===== config.mk =====
export PLATFORM = sky130hd
export DESIGN_NAME = nco_top
export DESIGN_NICKNAME = d
export VERILOG_FILES = /design/src/design/nco_pkg.sv /design/src/design/nco_flt_if.sv /design/src/design/nco_accum.sv /design/src/design/nco_flt_slave.sv /design/src/design/nco_top.sv
export SDC_FILE = /design/constraint.sdc
export NUM_CORES = 1
export LEC_CHECK = 0
export BUFFER_PORTS_ARGS = -buffer_cell sky130_fd_sc_hd__buf_4
export CAP_MARGIN = 20
export CORE_MARGIN = 2
export CORE_UTILIZATION = 50
export DETAILED_ROUTE_END_ITERATION = 7
export PLACE_DENSITY = 0.77
export SYNTH_ARGS = -nofsm -noshare
export SYNTH_HDL_FRONTEND = slang
export SYNTH_HIERARCHICAL = 1
export SYNTH_SLANG_ARGS = --single-unit

===== constraint.sdc =====
create_clock -name sys_clk -period 16.02 [get_ports sys_clk]
set_clock_uncertainty 0.15 [all_clocks]
set_input_delay 0.801 -clock sys_clk [delete_from_list [all_inputs] [get_ports sys_clk]]
set_output_delay 0.801 -clock sys_clk [all_outputs]
set_load 0.03 [all_outputs]

===== src/design/nco_pkg.sv =====
package nco_pkg;
  // oscillator geometry
  localparam int ACC_W = 32;
  localparam int N_PHASE = 8;
  localparam int PH_SHIFT = 3;
  localparam int OUT_BIT = 20;
  localparam logic [ACC_W-1:0] JUMP_INIT = 32'h0008_0000;
  localparam logic [ACC_W-1:0] JUMP_MAX = 32'hffff_ffff;
  localparam logic [ACC_W-1:0] JUMP_MIN = 32'h0000_0001;
  localparam logic [ACC_W-1:0] JUMP_STEP = 32'h0000_0001;
  // filter window and decision limits
  localparam int WIN_EXP = 8;
  localparam int MIN_EXP = 4;
  localparam int CNT_W = WIN_EXP + 1;
  localparam logic [CNT_W-1:0] WIN_LAST = 9'h0ff;
  localparam logic [CNT_W-1:0] MIN_TRANS = 9'h010;
  localparam logic [1:0] HOLD_STEPS = 2'h3;
  // request hold, longer than two clock periods
  localparam logic [2:0] REQ_HOLD = 3'h4;
  // quadrant drift codes
  localparam logic [1:0] DRIFT_UP = 2'h1;
  localparam logic [1:0] DRIFT_DOWN = 2'h3;

  typedef enum logic [0:0] {
    NCO_SD_IDLE = 1'b0,
    NCO_SD_ARMED = 1'b1
  } nco_sd_state_t;

  typedef enum logic [0:0] {
    NCO_RQ_IDLE = 1'b0,
    NCO_RQ_HOLD = 1'b1
  } nco_rq_state_t;
endpackage : nco_pkg


===== src/design/nco_flt_if.sv =====
`timescale 1ns/1ps
interface nco_flt_if;
  logic window_end;
  logic trans;
  logic early;
  logic up;
  logic down;
  logic decide;
  modport master (output window_end, output trans, output early,
                  input up, input down, input decide);
  modport slave (input window_end, input trans, input early,
                 output up, output down, output decide);
endinterface : nco_flt_if


===== src/design/nco_accum.sv =====
`timescale 1ns/1ps
module nco_accum
  import nco_pkg::*;
#(
  parameter int accumulator_width = nco_pkg::ACC_W
) (
  // clock and reset
  input wire logic sys_clk,
  input wire logic rst_n,
  // jump size
  input wire logic [accumulator_width-1:0] jump,
  // accumulators
  output logic [accumulator_width-1:0] acc [nco_pkg::N_PHASE]
);
  import nco_pkg::*;

  logic [accumulator_width-1:0] base_next;
  logic [accumulator_width-1:0] step;

  assign base_next = acc[0] + jump;
  assign step = jump >> PH_SHIFT;

  genvar k;
  generate
    for (k = 0; k < N_PHASE; k++) begin : g_acc
      localparam logic [accumulator_width-1:0] IDX = accumulator_width'(k);
      always_ff @(posedge sys_clk or negedge rst_n) begin
        if (!rst_n) begin
          acc[k] <= '0;
        end else begin
          acc[k] <= base_next + IDX * step;
        end
      end
    end
  endgenerate
endmodule : nco_accum


===== src/design/nco_flt_slave.sv =====
`timescale 1ns/1ps
module nco_flt_slave
  import nco_pkg::*;
(
  // clock and reset
  input wire logic sys_clk,
  input wire logic rst_n,
  // flags in, decision out
  nco_flt_if.slave flt
);
  import nco_pkg::*;

  logic [CNT_W-1:0] trans_cnt;
  logic [CNT_W-1:0] early_cnt;
  logic [1:0] hold;
  logic up;
  logic down;
  logic decide;
  wire logic enough = trans_cnt >= MIN_TRANS;
  wire logic [CNT_W-1:0] half = trans_cnt >> 1;
  wire logic go_up = enough && (early_cnt > half);
  wire logic [CNT_W-1:0] trans_add = {{(CNT_W-1){1'b0}}, flt.trans};
  wire logic [CNT_W-1:0] early_add = {{(CNT_W-1){1'b0}}, flt.early};

  //////////////////////////////////////////////////////////////////////////
  // window counters, decision at window end
  always_ff @(posedge sys_clk or negedge rst_n) begin
    if (!rst_n) begin
      trans_cnt <= '0;
      early_cnt <= '0;
    end else if (flt.window_end) begin
      trans_cnt <= trans_add;
      early_cnt <= early_add;
    end else begin
      trans_cnt <= trans_cnt + trans_add;
      early_cnt <= early_cnt + early_add;
    end
  end

  always_ff @(posedge sys_clk or negedge rst_n) begin
    if (!rst_n) begin
      hold <= '0;
      up <= 1'b0;
      down <= 1'b0;
      decide <= 1'b0;
    end else begin
      decide <= flt.window_end && enough;
      if (flt.window_end && enough) begin
        hold <= HOLD_STEPS;
        up <= go_up;
        down <= !go_up;
      end else if (hold != 2'h0) begin
        hold <= hold - 2'h1;
      end else begin
        up <= 1'b0;
        down <= 1'b0;
      end
    end
  end

  assign flt.up = up;
  assign flt.down = down;
  assign flt.decide = decide;
endmodule : nco_flt_slave


===== src/design/nco_top.sv =====
// Operation
// - accumulator advances by jump every cycle
// - eight accumulators spaced one eighth jump
// - clock output is one accumulator bit
// - fine frequency set only by jump
// - width parameter sets accumulator bits
// - debug option: fixed jump, gated detector
// - monitor option drives clock differential pair
// - manager raises or lowers jump per request
// - request enable, direction, control held long
// - two bang-bang detectors, in-phase and quadrature
// - upward drift too fast, downward too slow
// - raw flags filtered before quadrant decision
// - quadrant derived, shift detector tracks changes
// - master window two-power length, slaves count
// - at window zero slaves declare direction
// - decide only with enough transitions
// - threshold is half counted transitions
// - filtered outputs held three steps
// - detector flags transition and early clock
// - shift detection armed after first quadrant
`timescale 1ns/1ps
module nco_top
  import nco_pkg::*;
#(
  parameter int accumulator_width = nco_pkg::ACC_W,
  parameter bit clock_monitor_option = 1'b0,
  parameter bit detector_debug_option = 1'b0
) (
  // clock and reset
  input wire logic sys_clk,
  input wire logic rst_b,
  // serial stream
  input wire logic serial_data_in,
  // debug controls
  input wire logic detector_enable_in,
  input wire logic [accumulator_width-1:0] fixed_jump_in,
  // recovered clock
  output logic recovered_clk,
  output logic [nco_pkg::N_PHASE-1:0] phase_bits,
  output logic monitor_clock_out_p,
  output logic monitor_clock_out_n,
  // loop status
  output logic [accumulator_width-1:0] jump_size,
  output logic [1:0] quadrant,
  output logic quadrant_valid,
  output logic shifting_en,
  output logic shift_up,
  output logic shift_down
);
  import nco_pkg::*;

  localparam logic [accumulator_width-1:0] QTR_OFS =
    accumulator_width'(1) << (OUT_BIT - 1);

  // maps the quadrant code onto a circular index
  function automatic logic [1:0] quad_index(input logic [1:0] code);
    logic [1:0] idx;
    idx = {code[1], code[1] ^ code[0]};
    return idx;
  endfunction : quad_index

  // bang-bang early decision
  function automatic logic bb_early(input logic prev, input logic mid, input logic cur);
    logic e;
    e = (prev ^ cur) && (mid == prev);
    return e;
  endfunction : bb_early

  //////////////////////////////////////////////////////////////////////////
  // reset release and input synchroniser
  logic rst_s1;
  logic rst_n;
  logic data_s1;
  logic data_s2;

  always_ff @(posedge sys_clk or negedge rst_b) begin
    if (!rst_b) begin
      rst_s1 <= 1'b0;
      rst_n <= 1'b0;
    end else begin
      rst_s1 <= 1'b1;
      rst_n <= rst_s1;
    end
  end

  always_ff @(posedge sys_clk or negedge rst_n) begin
    if (!rst_n) begin
      data_s1 <= 1'b0;
      data_s2 <= 1'b0;
    end else begin
      data_s1 <= serial_data_in;
      data_s2 <= data_s1;
    end
  end

  //////////////////////////////////////////////////////////////////////////
  // oscillator
  logic [accumulator_width-1:0] jump;
  logic [accumulator_width-1:0] acc [N_PHASE];
  wire logic [accumulator_width-1:0] jump_eff =
    detector_debug_option ? fixed_jump_in : jump;
  wire logic det_en = detector_debug_option ? detector_enable_in : 1'b1;

  nco_accum #(
    .accumulator_width(accumulator_width)
  ) u_accum (
    .sys_clk(sys_clk),
    .rst_n(rst_n),
    .jump(jump_eff),
    .acc(acc)
  );

  logic [N_PHASE-1:0] ph;
  logic clk_q;

  genvar k;
  generate
    for (k = 0; k < N_PHASE; k++) begin : g_ph
      always_ff @(posedge sys_clk or negedge rst_n) begin
        if (!rst_n) begin
          ph[k] <= 1'b0;
        end else begin
          ph[k] <= acc[k][OUT_BIT];
        end
      end
    end
  endgenerate

  wire logic [accumulator_width-1:0] acc_q = acc[0] + QTR_OFS;

  always_ff @(posedge sys_clk or negedge rst_n) begin
    if (!rst_n) begin
      clk_q <= 1'b0;
    end else begin
      clk_q <= acc_q[OUT_BIT];
    end
  end

  assign phase_bits = ph;
  assign recovered_clk = ph[0];
  assign monitor_clock_out_p = clock_monitor_option ? ph[0] : 1'b0;
  assign monitor_clock_out_n = clock_monitor_option ? ~ph[0] : 1'b0;

  //////////////////////////////////////////////////////////////////////////
  // bang-bang detectors on in-phase and quadrature clocks
  nco_flt_if flt_i ();
  nco_flt_if flt_q ();
  logic [1:0] clk_lvl;
  logic [1:0] clk_prev;
  logic [1:0] smp_cur;
  logic [1:0] smp_prev;
  logic [1:0] smp_mid;
  logic [1:0] det_stb;
  logic [1:0] trans_p;
  logic [1:0] early_p;

  assign clk_lvl = {clk_q, ph[0]};

  generate
    for (k = 0; k < 2; k++) begin : g_bb
      wire logic fall = clk_prev[k] && !clk_lvl[k];
      wire logic rise = !clk_prev[k] && clk_lvl[k];
      always_ff @(posedge sys_clk or negedge rst_n) begin
        if (!rst_n) begin
          clk_prev[k] <= 1'b0;
          smp_cur[k] <= 1'b0;
          smp_prev[k] <= 1'b0;
          smp_mid[k] <= 1'b0;
          det_stb[k] <= 1'b0;
        end else begin
          clk_prev[k] <= clk_lvl[k];
          det_stb[k] <= fall && det_en;
          if (rise) begin
            smp_mid[k] <= data_s2;
          end
          if (fall) begin
            smp_prev[k] <= smp_cur[k];
            smp_cur[k] <= data_s2;
          end
        end
      end
      always_ff @(posedge sys_clk or negedge rst_n) begin
        if (!rst_n) begin
          trans_p[k] <= 1'b0;
          early_p[k] <= 1'b0;
        end else begin
          trans_p[k] <= det_stb[k] && (smp_prev[k] ^ smp_cur[k]);
          early_p[k] <= det_stb[k] && bb_early(smp_prev[k], smp_mid[k], smp_cur[k]);
        end
      end
    end
  endgenerate

  //////////////////////////////////////////////////////////////////////////
  // filter master window
  logic [CNT_W-1:0] win_cnt;
  wire logic win_end = det_en && (win_cnt == '0);

  always_ff @(posedge sys_clk or negedge rst_n) begin
    if (!rst_n) begin
      win_cnt <= WIN_LAST;
    end else if (!det_en || win_end) begin
      win_cnt <= WIN_LAST;
    end else begin
      win_cnt <= win_cnt - 9'h001;
    end
  end

  assign flt_i.window_end = win_end;
  assign flt_q.window_end = win_end;
  assign flt_i.trans = trans_p[0];
  assign flt_i.early = early_p[0];
  assign flt_q.trans = trans_p[1];
  assign flt_q.early = early_p[1];

  nco_flt_slave u_slave_i (
    .sys_clk(sys_clk),
    .rst_n(rst_n),
    .flt(flt_i)
  );

  nco_flt_slave u_slave_q (
    .sys_clk(sys_clk),
    .rst_n(rst_n),
    .flt(flt_q)
  );

  //////////////////////////////////////////////////////////////////////////
  // quadrant detector
  logic i_early;
  logic q_early;
  logic i_known;
  logic q_known;
  logic quad_new;
  wire logic both_known = i_known && q_known;
  wire logic [1:0] quad_code = {i_early, q_early};

  always_ff @(posedge sys_clk or negedge rst_n) begin
    if (!rst_n) begin
      i_early <= 1'b0;
      q_early <= 1'b0;
      i_known <= 1'b0;
      q_known <= 1'b0;
      quad_new <= 1'b0;
    end else if (!det_en) begin
      i_known <= 1'b0;
      q_known <= 1'b0;
      quad_new <= 1'b0;
    end else begin
      quad_new <= flt_i.decide || flt_q.decide;
      if (flt_i.decide) begin
        i_early <= flt_i.up;
        i_known <= 1'b1;
      end
      if (flt_q.decide) begin
        q_early <= flt_q.up;
        q_known <= 1'b1;
      end
    end
  end

  assign quadrant = quad_code;
  assign quadrant_valid = both_known;

  //////////////////////////////////////////////////////////////////////////
  // quadrant shift detector
  nco_sd_state_t sd_state;
  nco_sd_state_t next_sd_state;
  logic [1:0] prev_idx;
  logic req_fire;
  logic req_up_dir;
  wire logic [1:0] cur_idx = quad_index(quad_code);
  wire logic [1:0] drift = cur_idx - prev_idx;
  wire logic quad_evt = quad_new && both_known;

  always_comb begin
    next_sd_state = sd_state;
    case (sd_state)
      NCO_SD_IDLE: begin
        if (quad_evt) begin
          next_sd_state = NCO_SD_ARMED;
        end
      end
      NCO_SD_ARMED: begin
        if (!det_en) begin
          next_sd_state = NCO_SD_IDLE;
        end
      end
      default: begin
        next_sd_state = NCO_SD_IDLE;
      end
    endcase
  end

  always_ff @(posedge sys_clk or negedge rst_n) begin
    if (!rst_n) begin
      sd_state <= NCO_SD_IDLE;
      prev_idx <= 2'h0;
      req_fire <= 1'b0;
      req_up_dir <= 1'b0;
    end else begin
      sd_state <= next_sd_state;
      req_fire <= 1'b0;
      if (quad_evt) begin
        prev_idx <= cur_idx;
      end
      if (quad_evt && sd_state == NCO_SD_ARMED && det_en) begin
        if (drift == DRIFT_UP) begin
          req_fire <= 1'b1;
          req_up_dir <= 1'b0;
        end else if (drift == DRIFT_DOWN) begin
          req_fire <= 1'b1;
          req_up_dir <= 1'b1;
        end
      end
    end
  end

  assign shifting_en = (sd_state == NCO_SD_ARMED);
  assign shift_up = req_fire && !req_up_dir;
  assign shift_down = req_fire && req_up_dir;

  //////////////////////////////////////////////////////////////////////////
  // frequency change request, held for the crossing
  nco_rq_state_t rq_state;
  logic [2:0] rq_cnt;
  logic rq_en;
  logic rq_dir;
  logic rq_ctrl;

  always_ff @(posedge sys_clk or negedge rst_n) begin
    if (!rst_n) begin
      rq_state <= NCO_RQ_IDLE;
      rq_cnt <= 3'h0;
      rq_en <= 1'b0;
      rq_dir <= 1'b0;
      rq_ctrl <= 1'b0;
    end else begin
      case (rq_state)
        NCO_RQ_IDLE: begin
          if (req_fire) begin
            rq_state <= NCO_RQ_HOLD;
            rq_cnt <= REQ_HOLD;
            rq_en <= 1'b1;
            rq_dir <= req_up_dir;
            rq_ctrl <= 1'b1;
          end
        end
        NCO_RQ_HOLD: begin
          if (rq_cnt == 3'h0) begin
            rq_state <= NCO_RQ_IDLE;
            rq_en <= 1'b0;
            rq_ctrl <= 1'b0;
          end else begin
            rq_cnt <= rq_cnt - 3'h1;
          end
        end
        default: begin
          rq_state <= NCO_RQ_IDLE;
        end
      endcase
    end
  end

  //////////////////////////////////////////////////////////////////////////
  // frequency manager
  logic [2:0] ctrl_s;
  logic [1:0] en_s;
  logic [1:0] dir_s;
  wire logic take = ctrl_s[1] && !ctrl_s[2] && en_s[1];
  wire logic at_max = (jump == JUMP_MAX);
  wire logic at_min = (jump == JUMP_MIN);

  always_ff @(posedge sys_clk or negedge rst_n) begin
    if (!rst_n) begin
      ctrl_s <= 3'h0;
      en_s <= 2'h0;
      dir_s <= 2'h0;
    end else begin
      ctrl_s <= {ctrl_s[1:0], rq_ctrl};
      en_s <= {en_s[0], rq_en};
      dir_s <= {dir_s[0], rq_dir};
    end
  end

  always_ff @(posedge sys_clk or negedge rst_n) begin
    if (!rst_n) begin
      jump <= JUMP_INIT;
    end else if (take && dir_s[1] && !at_max) begin
      jump <= jump + JUMP_STEP;
    end else if (take && !dir_s[1] && !at_min) begin
      jump <= jump - JUMP_STEP;
    end
  end

  assign jump_size = jump_eff;
endmodule : nco_top


# Word level (Yosys, flattened, before mapping)
# Cells that the tools add are included.
[classes]
addsub = 20
mul = 4
order_cmp = 4
eq_ne = 11
n_mux = 31
bitwise = 5
n_reduce_logical = 47
[op_table]
columns = ["operator", "n"]
rows = [
  ["21-bit adder", 7],
  ["32-bit 2-to-1 mux", 2],
  ["3-bit by 29-bit multiplier with 21-bit output, first input constant", 2],
  ["9-bit 2-to-1 mux", 5],
  ["9-bit by 1-bit adder with 9-bit output", 4],
  ["32-bit by 1-bit adder with 32-bit output, second input constant", 1],
  ["32-bit adder", 1],
  ["32-bit by 1-bit == test with 1-bit output, second input constant", 1],
  ["32-bit == test, second input constant", 1],
  ["32-bit by 1-bit subtractor with 32-bit output, second input constant", 1],
  ["2-bit by 29-bit multiplier with 20-bit output, first input constant", 1],
  ["2-bit by 29-bit multiplier with 21-bit output, first input constant", 1],
  ["1-bit logical AND", 25],
  ["21-bit by 20-bit adder with 21-bit output, second input constant", 1],
  ["9-bit by 5-bit greater-or-equal comparator with 1-bit output, second input constant", 2],
  ["9-bit by 8-bit greater-than comparator with 1-bit output", 2],
  ["1-bit 2-to-1 mux", 14],
  ["2-bit nonzero test", 6],
  ["1-bit logical NOT", 9],
  ["9-bit logical NOT", 1],
  ["9-bit by 1-bit subtractor with 9-bit output, second input constant", 1],
  ["2-bit 2-to-1 mux", 4],
  ["2-bit AND reduction", 4],
  ["3-bit 2-to-1 mux", 2],
  ["14 further kinds", 24],
]
[totals]
ff_bits = 314
in_bits = 36
out_inout_bits = 49
wordCells = 185

# Depth between registers and ports, before layout
# Gate-level depths: netlist of run 1.
[depth]
ltp_word = 7
ltp_mapped = 23
ltp_nobuf = 23

# By module
# The synthesis of run 1 kept the hierarchy.
[modules_own_cells]
columns = ["module", "instances", "cells_each", "area_per_inst_um2", "seq_area_each_um2"]
rows = [
  ["nco_accum", 1, 2259, 21748.4, 6155.9],
  ["nco_top", 1, 384, 4312.9, 2238.4],
  ["nco_flt_slave", 2, 123, 1253.7, 575.6],
]

# Least setup slack after synthesis of run 1
# No wires, ideal clock.
[synth_timing]
path_kind = "flip-flop to flip-flop"
start = "register jump[6], in the netlist jump_size[6]"
end = "register, netlist name u_accum/acc[28]"
setup_time_ns = 0.080
t_arrival_ns = 5.710
required_ns = 15.790
path_slack_ns = 10.080
path_stages_with_launch = 22
path_buffers = 1
synth_period_minus_slack_ns = 5.940
cell_sequence = "dfrtp_1 -> ha_1 -> buf_2 -> a211o_1 -> o31ai_1 -> o31ai_1 -> a211o_1 -> a21oi_1 -> xor2_1 -> inv_1 -> fa_1 -> ha_1 -> a21o_1 -> a21o_1 -> a21oi_1 -> nand2_1 -> a211oi_1 -> o31ai_1 -> or4_1 -> a31o_2 -> a21oi_1 -> xnor2_1"
[synth_lines]
columns = ["element", "line", "text"]
rows = [
  ["from (decl)", "nco_top.sv:99", "logic [accumulator_width-1:0] jump;"],
  ["from (signal assigned)", "nco_top.sv:391", "jump <= jump + JUMP_STEP;"],
  ["from (signal assigned)", "nco_top.sv:393", "jump <= jump - JUMP_STEP;"],
]

# Worst setup path after layout of run 1
[layout_timing]
start = "register jump[6], in the netlist jump_size[6]"
end = "register u_accum/acc[20] in the netlist's numbering"
[layout_between]
elab_chain_len = 2
elab_cells_between_ends = 3
cone_classes = "add/sub: 2; mul: 1"
[layout_lines]
columns = ["element", "line", "text"]
rows = [
  ["32-bit adder", "nco_accum.sv:20", "assign base_next = acc[0] + jump;"],
  ["named net u_accum.base_next[15]", "nco_accum.sv:17", "logic [accumulator_width-1:0] base_next;"],
  ["21-bit adder", "nco_accum.sv:31", "acc[k] <= base_next + IDX * step;"],
  ["to (signal, indexed assignment)", "nco_accum.sv:31", ""],
  ["to (decl)", "nco_accum.sv:13", "output logic [accumulator_width-1:0] acc [nco_pkg::N_PHASE]"],
]
# The timed path passes the listed nets, and every way through them passes these cells.
# A chain may end at the register's enable or synchronous reset.

==> Implementation_results.wiki, run 1 <==
{| class="wikitable"
! Metric !! Value
|-
| Residual DRC count || 0
|-
| Die width || 176 microns
|-
| Avg Vias per Cell || 5.57
|-
| Quantity of I/O buffers inserted on ports || 49
|-
| Clock slew at reported path FFs || 70 ps
|-
| Largest net degree at the start of global routing || 75
|-
| Worst min-delay path category || flop to asynchronous set/reset pin
|-
| Number of clock sinks || 161
|-
| TritonRoute pass-1 iters || 5
|-
| Worst slack, placed || 10530 ps
|-
| Wire length of the first global-routing pass || 52.7 mm
|-
| Crit path required time || 16210 ps
|-
| Total via count in the routed design || 11000
|-
| Number of instances in the synthesized netlist || 1518
|-
| Sequential cell fraction of total power || 50.3%
|-
| Switching component of the power || 0.183 mW
|-
| Floorplan die area || 31000 sq um
|-
| Smallest hold slack || 100 ps
|-
| Core Rows || 63
|-
| Starting Density || 50.4%
|-
| Final-report max-slew violation count || 0
|-
| Gate power share || 1.0%
|-
| I/O pins || 85
|-
| Maximum capacitance violations || 0
|-
| Data arrival time of the critical path || 5670 ps
|-
| Starting DRC count in detailed routing || 632
|-
| Setup Total Neg Slack || 0 ps
|-
| Crit-path most repeated cell || sky130_fd_sc_hd__a21oi_1
|-
| Layout cell share with drive strength beyond 1 || 11.9%
|-
| Sw Share || 22.6%
|-
| Post-synthesis average cell area || 9.76 sq um
|-
| Leftover overflow at the end of global routing || 0
|-
| Signed area change from the synthesized netlist to the final layout || 9.14%
|-
| Worst-path maximum fanout || 19
|-
| Yosys warning count || 6
|-
| Overall track demand over capacity in global routing || 20.6%
|-
| Global placer's final weighted congestion || 0.884
|-
| Worst setup slack after layout || 10540 ps
|-
| Slowest library cell on the worst path || sky130_fd_sc_hd__dfrtp_1
|-
| Endpoints failing hold || 0
|-
| Share of power burned in the clock network || 48.7%
|-
| Initial antenna violation count || 0
|-
| Number of buffers inserted by post-CTS setup repair || 0
|-
| Highest cell delay on the worst timing path || 910 ps
|-
| Post-CTS sizing || 0
|-
| Unrepaired setup endpoints after global routing || no
|-
| Worst-margin pin slew || 901 ps
|-
| Type of the setup path with the least slack || flop to flop
|-
| List of cells traversed by the critical path || ha_1, a211o_1, o31ai_1, o31ai_1, a211o_1, a21oi_1, xor2_1, inv_1, fa_1, ha_1, and4_1, and3_1, a21oi_1, nand2_1, a21oi_1, xnor2_1
|-
| Placed Area || 15600 sq um
|-
| Deepest level of the CTS H-tree || 4
|-
| Startpoint class of the critical path || flop
|-
| Clock buffer count from CTS || 17
|-
| Vias in the first global route || 11300
|-
| Worst-case vdd ir drop || 58.6 uV
|-
| Total core area || 29400 sq um
|-
| Clock latency of the later-clocked register in the worst-skew pair || 430 ps
|-
| HPWL after detailed placement || 23.1 mm
|-
| Die Ht || 176 microns
|-
| Setup crit end kind || flop
|-
| Internal portion of total power || 0.629 mW
|-
| Time the worst path needs with I/O delays and setup || 5480 ps
|-
| Cell Pwr Density || 50.2 nW/um^2
|-
| Final setup viols || 0
|-
| CTS root buf || sky130_fd_sc_hd__clkbuf_16
|-
| Antenna Cells || 0
|-
| Combined area of all synthesized cells || 14800 sq um
|-
| Leakage power || 9.05 nW
|-
| Final non-filler cell area || 16200 sq um
|-
| CTS max path bufs || 2
|-
| Cell Count, Final, Fillers Out || 1973
|-
| Post-detailed-routing wire length || 30.4 mm
|-
| Layout Nets || 1906
|-
| Highest achievable clock rate || 183 MHz
|-
| Placed cells || 1940
|-
| Tightest slew margin relative to the limit || 39.9%
|-
| Count of antenna-violating nets left after detailed routing || 0
|-
| Result of the run || completed
|-
| Fin crit share || 34.2%
|-
| Average routed wire per standard cell || 15.4 microns
|-
| CTS tree || yes
|}
[sequential cells by signal (all words and copies together) (netlist names), 3 cells and up]
| name | flops |
|---|---|
| u_slave_i/trans_cnt | 9 |
| u_slave_q/trans_cnt | 9 |
| rq_cnt | 3 |
| phase_bits | 7 |
| win_cnt | 9 |
| u_slave_q/early_cnt | 9 |
| u_slave_i/early_cnt | 9 |
| jump_size | 32 |
| u_accum/acc | 28 |
[metal layers]
layer / up-vias / wire length (microns) / GRT usage, %
met5: - / 0 / 0
met4: 0 / 408 / 5.03
met3: 36 / 918 / 2.45
met2: 213 / 15000 / 35.2
met1: 5445 / 14100 / 27.9
li1: 5296 / - / -
[metrics by stage]
| step | utilization, % | power, mW |
|---|---|---|
| floorplan | - | 0.422 |
| finish | 55.0 | 0.812 |
| CTS | 55.0 | 0.820 |
| global route | 55.0 | 0.836 |
| global placement | 53.0 | 0.425 |
| detailed placement | 53.0 | 0.425 |
[layout by cell type, fill, tap and decap left out, types with 9 or more instances in the layout]
master,n
sky130_fd_sc_hd__inv_1,232
sky130_fd_sc_hd__fa_1,80
sky130_fd_sc_hd__mux2_2,17
sky130_fd_sc_hd__dfstp_2,9
sky130_fd_sc_hd__a31oi_1,9
sky130_fd_sc_hd__nor2_1,63
sky130_fd_sc_hd__clkbuf_16,17
sky130_fd_sc_hd__o21bai_1,20
sky130_fd_sc_hd__buf_4,66
sky130_fd_sc_hd__o21ai_0,34
sky130_fd_sc_hd__dfrtp_1,151
sky130_fd_sc_hd__o21a_1,9
sky130_fd_sc_hd__ha_1,220
sky130_fd_sc_hd__nand4_1,22
sky130_fd_sc_hd__a21o_1,38
sky130_fd_sc_hd__a21oi_1,90
sky130_fd_sc_hd__nand2_1,73
sky130_fd_sc_hd__or3_1,19
sky130_fd_sc_hd__and3_1,18
sky130_fd_sc_hd__xor2_1,40
sky130_fd_sc_hd__nor2b_1,19
sky130_fd_sc_hd__nand3_1,43
sky130_fd_sc_hd__xnor2_1,66
sky130_fd_sc_hd__and2_1,10
sky130_fd_sc_hd__nor3_1,24
[worst paths after layout]
kind	start	end	slack (ps)	cells after the start
worst max-delay path	jump_size[6]	u_accum/acc[20]	10540	16
worst min-delay path	rst_n	u_accum/acc[148]	100	0
worst max register to register	jump_size[6]	u_accum/acc[20]	10540	16
worst min register to register	rst_n	u_accum/acc[148]	100	0
max in group asynchronous	rst_n	jump_size[13]	13640	2
min in group sys_clk	u_accum/acc[52]	phase_bits[6]	200	0
[repair_timing]
action | 4_1_cts | 5_1_grt
endpoints found under the hold margin | 2 | 0
endpoints found under the setup margin | 0 | 0
hold buffers | 1 | 0
[critical path: cells and delay by family (launching register included)]
| kind | cells | cell delay (ps) |
|---|---|---|
| compound gates | 7 | 1820 |
| fa+ha+maj | 3 | 1270 |
| flops | 1 | 910 |
| xor+xnor | 2 | 530 |
| simple gates | 3 | 490 |
| buf+inv | 1 | 200 |
[final cells by class]
class                           instances  area (sq um)
Fill cell                            2548         13200
Clock inverter                         13           125
Sequential cell                       161          4040
Multi-Input combinational cell       1087          9670
Timing Repair Buffer                   67           505
Inverter                              236           886
Tap cell                              390           488
Clock buffer                           19           443
[power groups by stage]
stage	Clock, mW	Combinational (mW)	Sequential [mW]
floorplan	0	0.00102	0.420
global placement	0	0.00807	0.416
detailed placement	0	0.00817	0.416
CTS	0.403	0.00839	0.409
global route	0.418	0.00939	0.409
finish	0.396	0.00781	0.409
Power figures use the tool's default switching activity.
==> run 2, diff against run 1 <==
ABC_AREA = 1   (was default)
PLACE_DENSITY = 0.8   (was 0.77)
clock period = 4.6 ns   (was 16.02 ns; I/O delays follow)
==> Implementation_results.wiki, run 2 <==
{| class="wikitable"
! Metric !! Value
|-
| Yosys warning count || 6
|-
| Antenna Cells || 0
|-
| Data arrival time of the critical path || 4470 ps
|-
| Worst-margin pin slew || 939 ps
|-
| Signed area change from the synthesized netlist to the final layout || 8.46%
|-
| Fin crit share || 93.4%
|-
| Clock latency of the later-clocked register in the worst-skew pair || 440 ps
|-
| Endpoints failing hold || 0
|-
| Result of the run || completed
|-
| Starting Density || 50.6%
|-
| Final-report max-slew violation count || 0
|-
| Smallest hold slack || 197 ps
|-
| Number of buffers inserted by post-CTS setup repair || 0
|-
| Time the worst path needs with I/O delays and setup || 4300 ps
|-
| Overall track demand over capacity in global routing || 24.6%
|-
| Core Rows || 68
|-
| Power consumption || 2.82 mW
|-
| Post-synthesis average cell area || 6.97 sq um
|-
| Count of antenna-violating nets left after detailed routing || 0
|-
| Post-CTS sizing || 0
|-
| Final standard cell utilization of the core || 54.8%
|-
| Gate power share || 0.8%
|-
| CTS max path bufs || 2
|-
| Most frequent cells in the layout || sky130_fd_sc_hd__nand2_1, sky130_fd_sc_hd__inv_1, sky130_fd_sc_hd__nor2_1, sky130_fd_sc_hd__ha_1, sky130_fd_sc_hd__dfrtp_1
|-
| Type of the setup path with the least slack || flop to flop
|-
| Deepest level of the CTS H-tree || 4
|-
| Total core area || 34400 sq um
|-
| Number of flip-flops in the largest register || 32
|-
| Number of instances in the synthesized netlist || 2495
|-
| Leftover overflow at the end of global routing || 0
|-
| Total via count in the routed design || 15400
|-
| Quantity of I/O buffers inserted on ports || 49
|-
| Number of clock sinks || 161
|-
| Setup Total Neg Slack || 0 ps
|-
| Clock buffer count from CTS || 17
|-
| Layout cell share with drive strength beyond 1 || 9.04%
|-
| Layout Nets || 2889
|-
| Maximum capacitance violations || 0
|-
| Average routed wire per standard cell || 14.2 microns
|-
| Initial antenna violation count || 1
|-
| Switching component of the power || 0.676 mW
|-
| Leakage power || 11.7 nW
|-
| Startpoint class of the critical path || flop
|-
| Worst-case vdd ir drop || 266 uV
|-
| CTS tree || yes
|-
| Avg Vias per Cell || 5.08
|-
| Post-detailed-routing wire length || 43.0 mm
|-
| Worst slack, placed || 348 ps
|-
| Combined area of all synthesized cells || 17400 sq um
|-
| Internal portion of total power || 2.15 mW
|-
| Share of power burned in the clock network || 48.5%
|-
| Unrepaired setup endpoints after global routing || no
|-
| Tightest slew margin relative to the limit || 37.4%
|-
| Setup crit end kind || flop
|-
| Sequential cell fraction of total power || 50.7%
|-
| TritonRoute pass-1 iters || 5
|-
| Residual DRC count || 0
|-
| Global placer's final weighted congestion || 0.930
|-
| Worst-path maximum fanout || 9
|-
| Floorplan die area || 36300 sq um
|-
| Cell Pwr Density || 150 nW/um^2
|-
| CTS root buf || sky130_fd_sc_hd__clkbuf_16
|-
| Sw Share || 24.0%
|-
| Crit path required time || 4770 ps
|-
| Vias in the first global route || 15100
|-
| Leading cell type in the layout, fill and taps excluded || sky130_fd_sc_hd__nand2_1
|-
| Die width || 190 microns
|-
| Largest net degree at the start of global routing || 89
|-
| Starting DRC count in detailed routing || 1063
|-
| I/O pins || 85
|-
| Wire length of the first global-routing pass || 71.7 mm
|-
| Final setup viols || 0
|-
| Highest achievable clock rate || 233 MHz
|-
| Worst setup slack after layout || 302 ps
|-
| Clock slew at reported path FFs || 70 ps
|-
| Die Ht || 190 microns
|-
| Worst min-delay path category || flop to flop
|-
| HPWL after detailed placement || 33.8 mm
|}
-- run 2: layout make-up --
class | count | area [sq um]
repair buffers | 83 | 643
multi-input cells | 1815 | 11200
well taps | 455 | 569
fillers | 3242 | 15500
clock buffers | 18 | 439
flip-flops and latches | 161 | 4040
clock inverters | 14 | 124
inverters | 475 | 1790
-- run 2: what timing repair did --
action	CTS	global route
setup endpoints to repair	0	0
hold buffers	3	0
hold endpoints to repair	3	0
-- run 2: final timing paths --
path | slack, ps | endpoint | cells after the start | start
setup / recovery | 300 | u_accum/acc[20] | 20 | jump_size[0]
hold / removal | 200 | phase_bits[4] | 0 | u_accum/acc[116]
setup reg to reg | 300 | u_accum/acc[20] | 20 | jump_size[0]
hold reg to reg | 200 | phase_bits[4] | 0 | u_accum/acc[116]
max in group asynchronous | 2990 | u_accum/acc[237] | 1 | rst_n
min in group asynchronous | 320 | shifting_en | 0 | rst_n
-- run 2: worst max-delay path, cell delays in order (launching register included) --
cell                      delay, ps
sky130_fd_sc_hd__dfrtp_1        510
sky130_fd_sc_hd__ha_1           290
sky130_fd_sc_hd__fa_1           450
sky130_fd_sc_hd__nand3_1        130
sky130_fd_sc_hd__nand3_2        140
sky130_fd_sc_hd__nand2_1         90
sky130_fd_sc_hd__nand2_1         80
sky130_fd_sc_hd__xor2_1         280
sky130_fd_sc_hd__inv_1          140
sky130_fd_sc_hd__fa_1           490
sky130_fd_sc_hd__inv_1           50
sky130_fd_sc_hd__ha_1           300
sky130_fd_sc_hd__nand2_1         80
sky130_fd_sc_hd__o21ai_0        100
sky130_fd_sc_hd__nand2_1         70
sky130_fd_sc_hd__nand2_1         40
sky130_fd_sc_hd__a31oi_1        300
sky130_fd_sc_hd__o21ai_0        180
sky130_fd_sc_hd__nand2_1         90
sky130_fd_sc_hd__nand2_1         70
sky130_fd_sc_hd__xor2_1         150
-- run 2: per-stage QoR --
| stage | area, sq um | instances |
|---|---|---|
| after floorplan | 17400 | 2496 |
| after global placement | 18300 | 2986 |
| after detailed placement | 18300 | 2986 |
| after CTS | 18900 | 3021 |
| after global routing | 18900 | 3021 |
| final | 18900 | 3021 |
-- run 2: power by group through the flow --
stage	clock network, mW	registers (mW)	logic (mW)
finish	1.37	1.43	0.0223
CTS	1.40	1.43	0.0237
detailed placement	0	1.46	0.0216
global route	1.47	1.43	0.0261
floorplan	0	1.46	0.00374
global placement	0	1.46	0.0214
-- run 2: routing by layer --
layer  share of wire (%)  GRT usage [%]
met5                   0              0
met4                 2.8           8.62
met3                 3.7           3.04
met2                  48           42.6
met1                  46           31.8
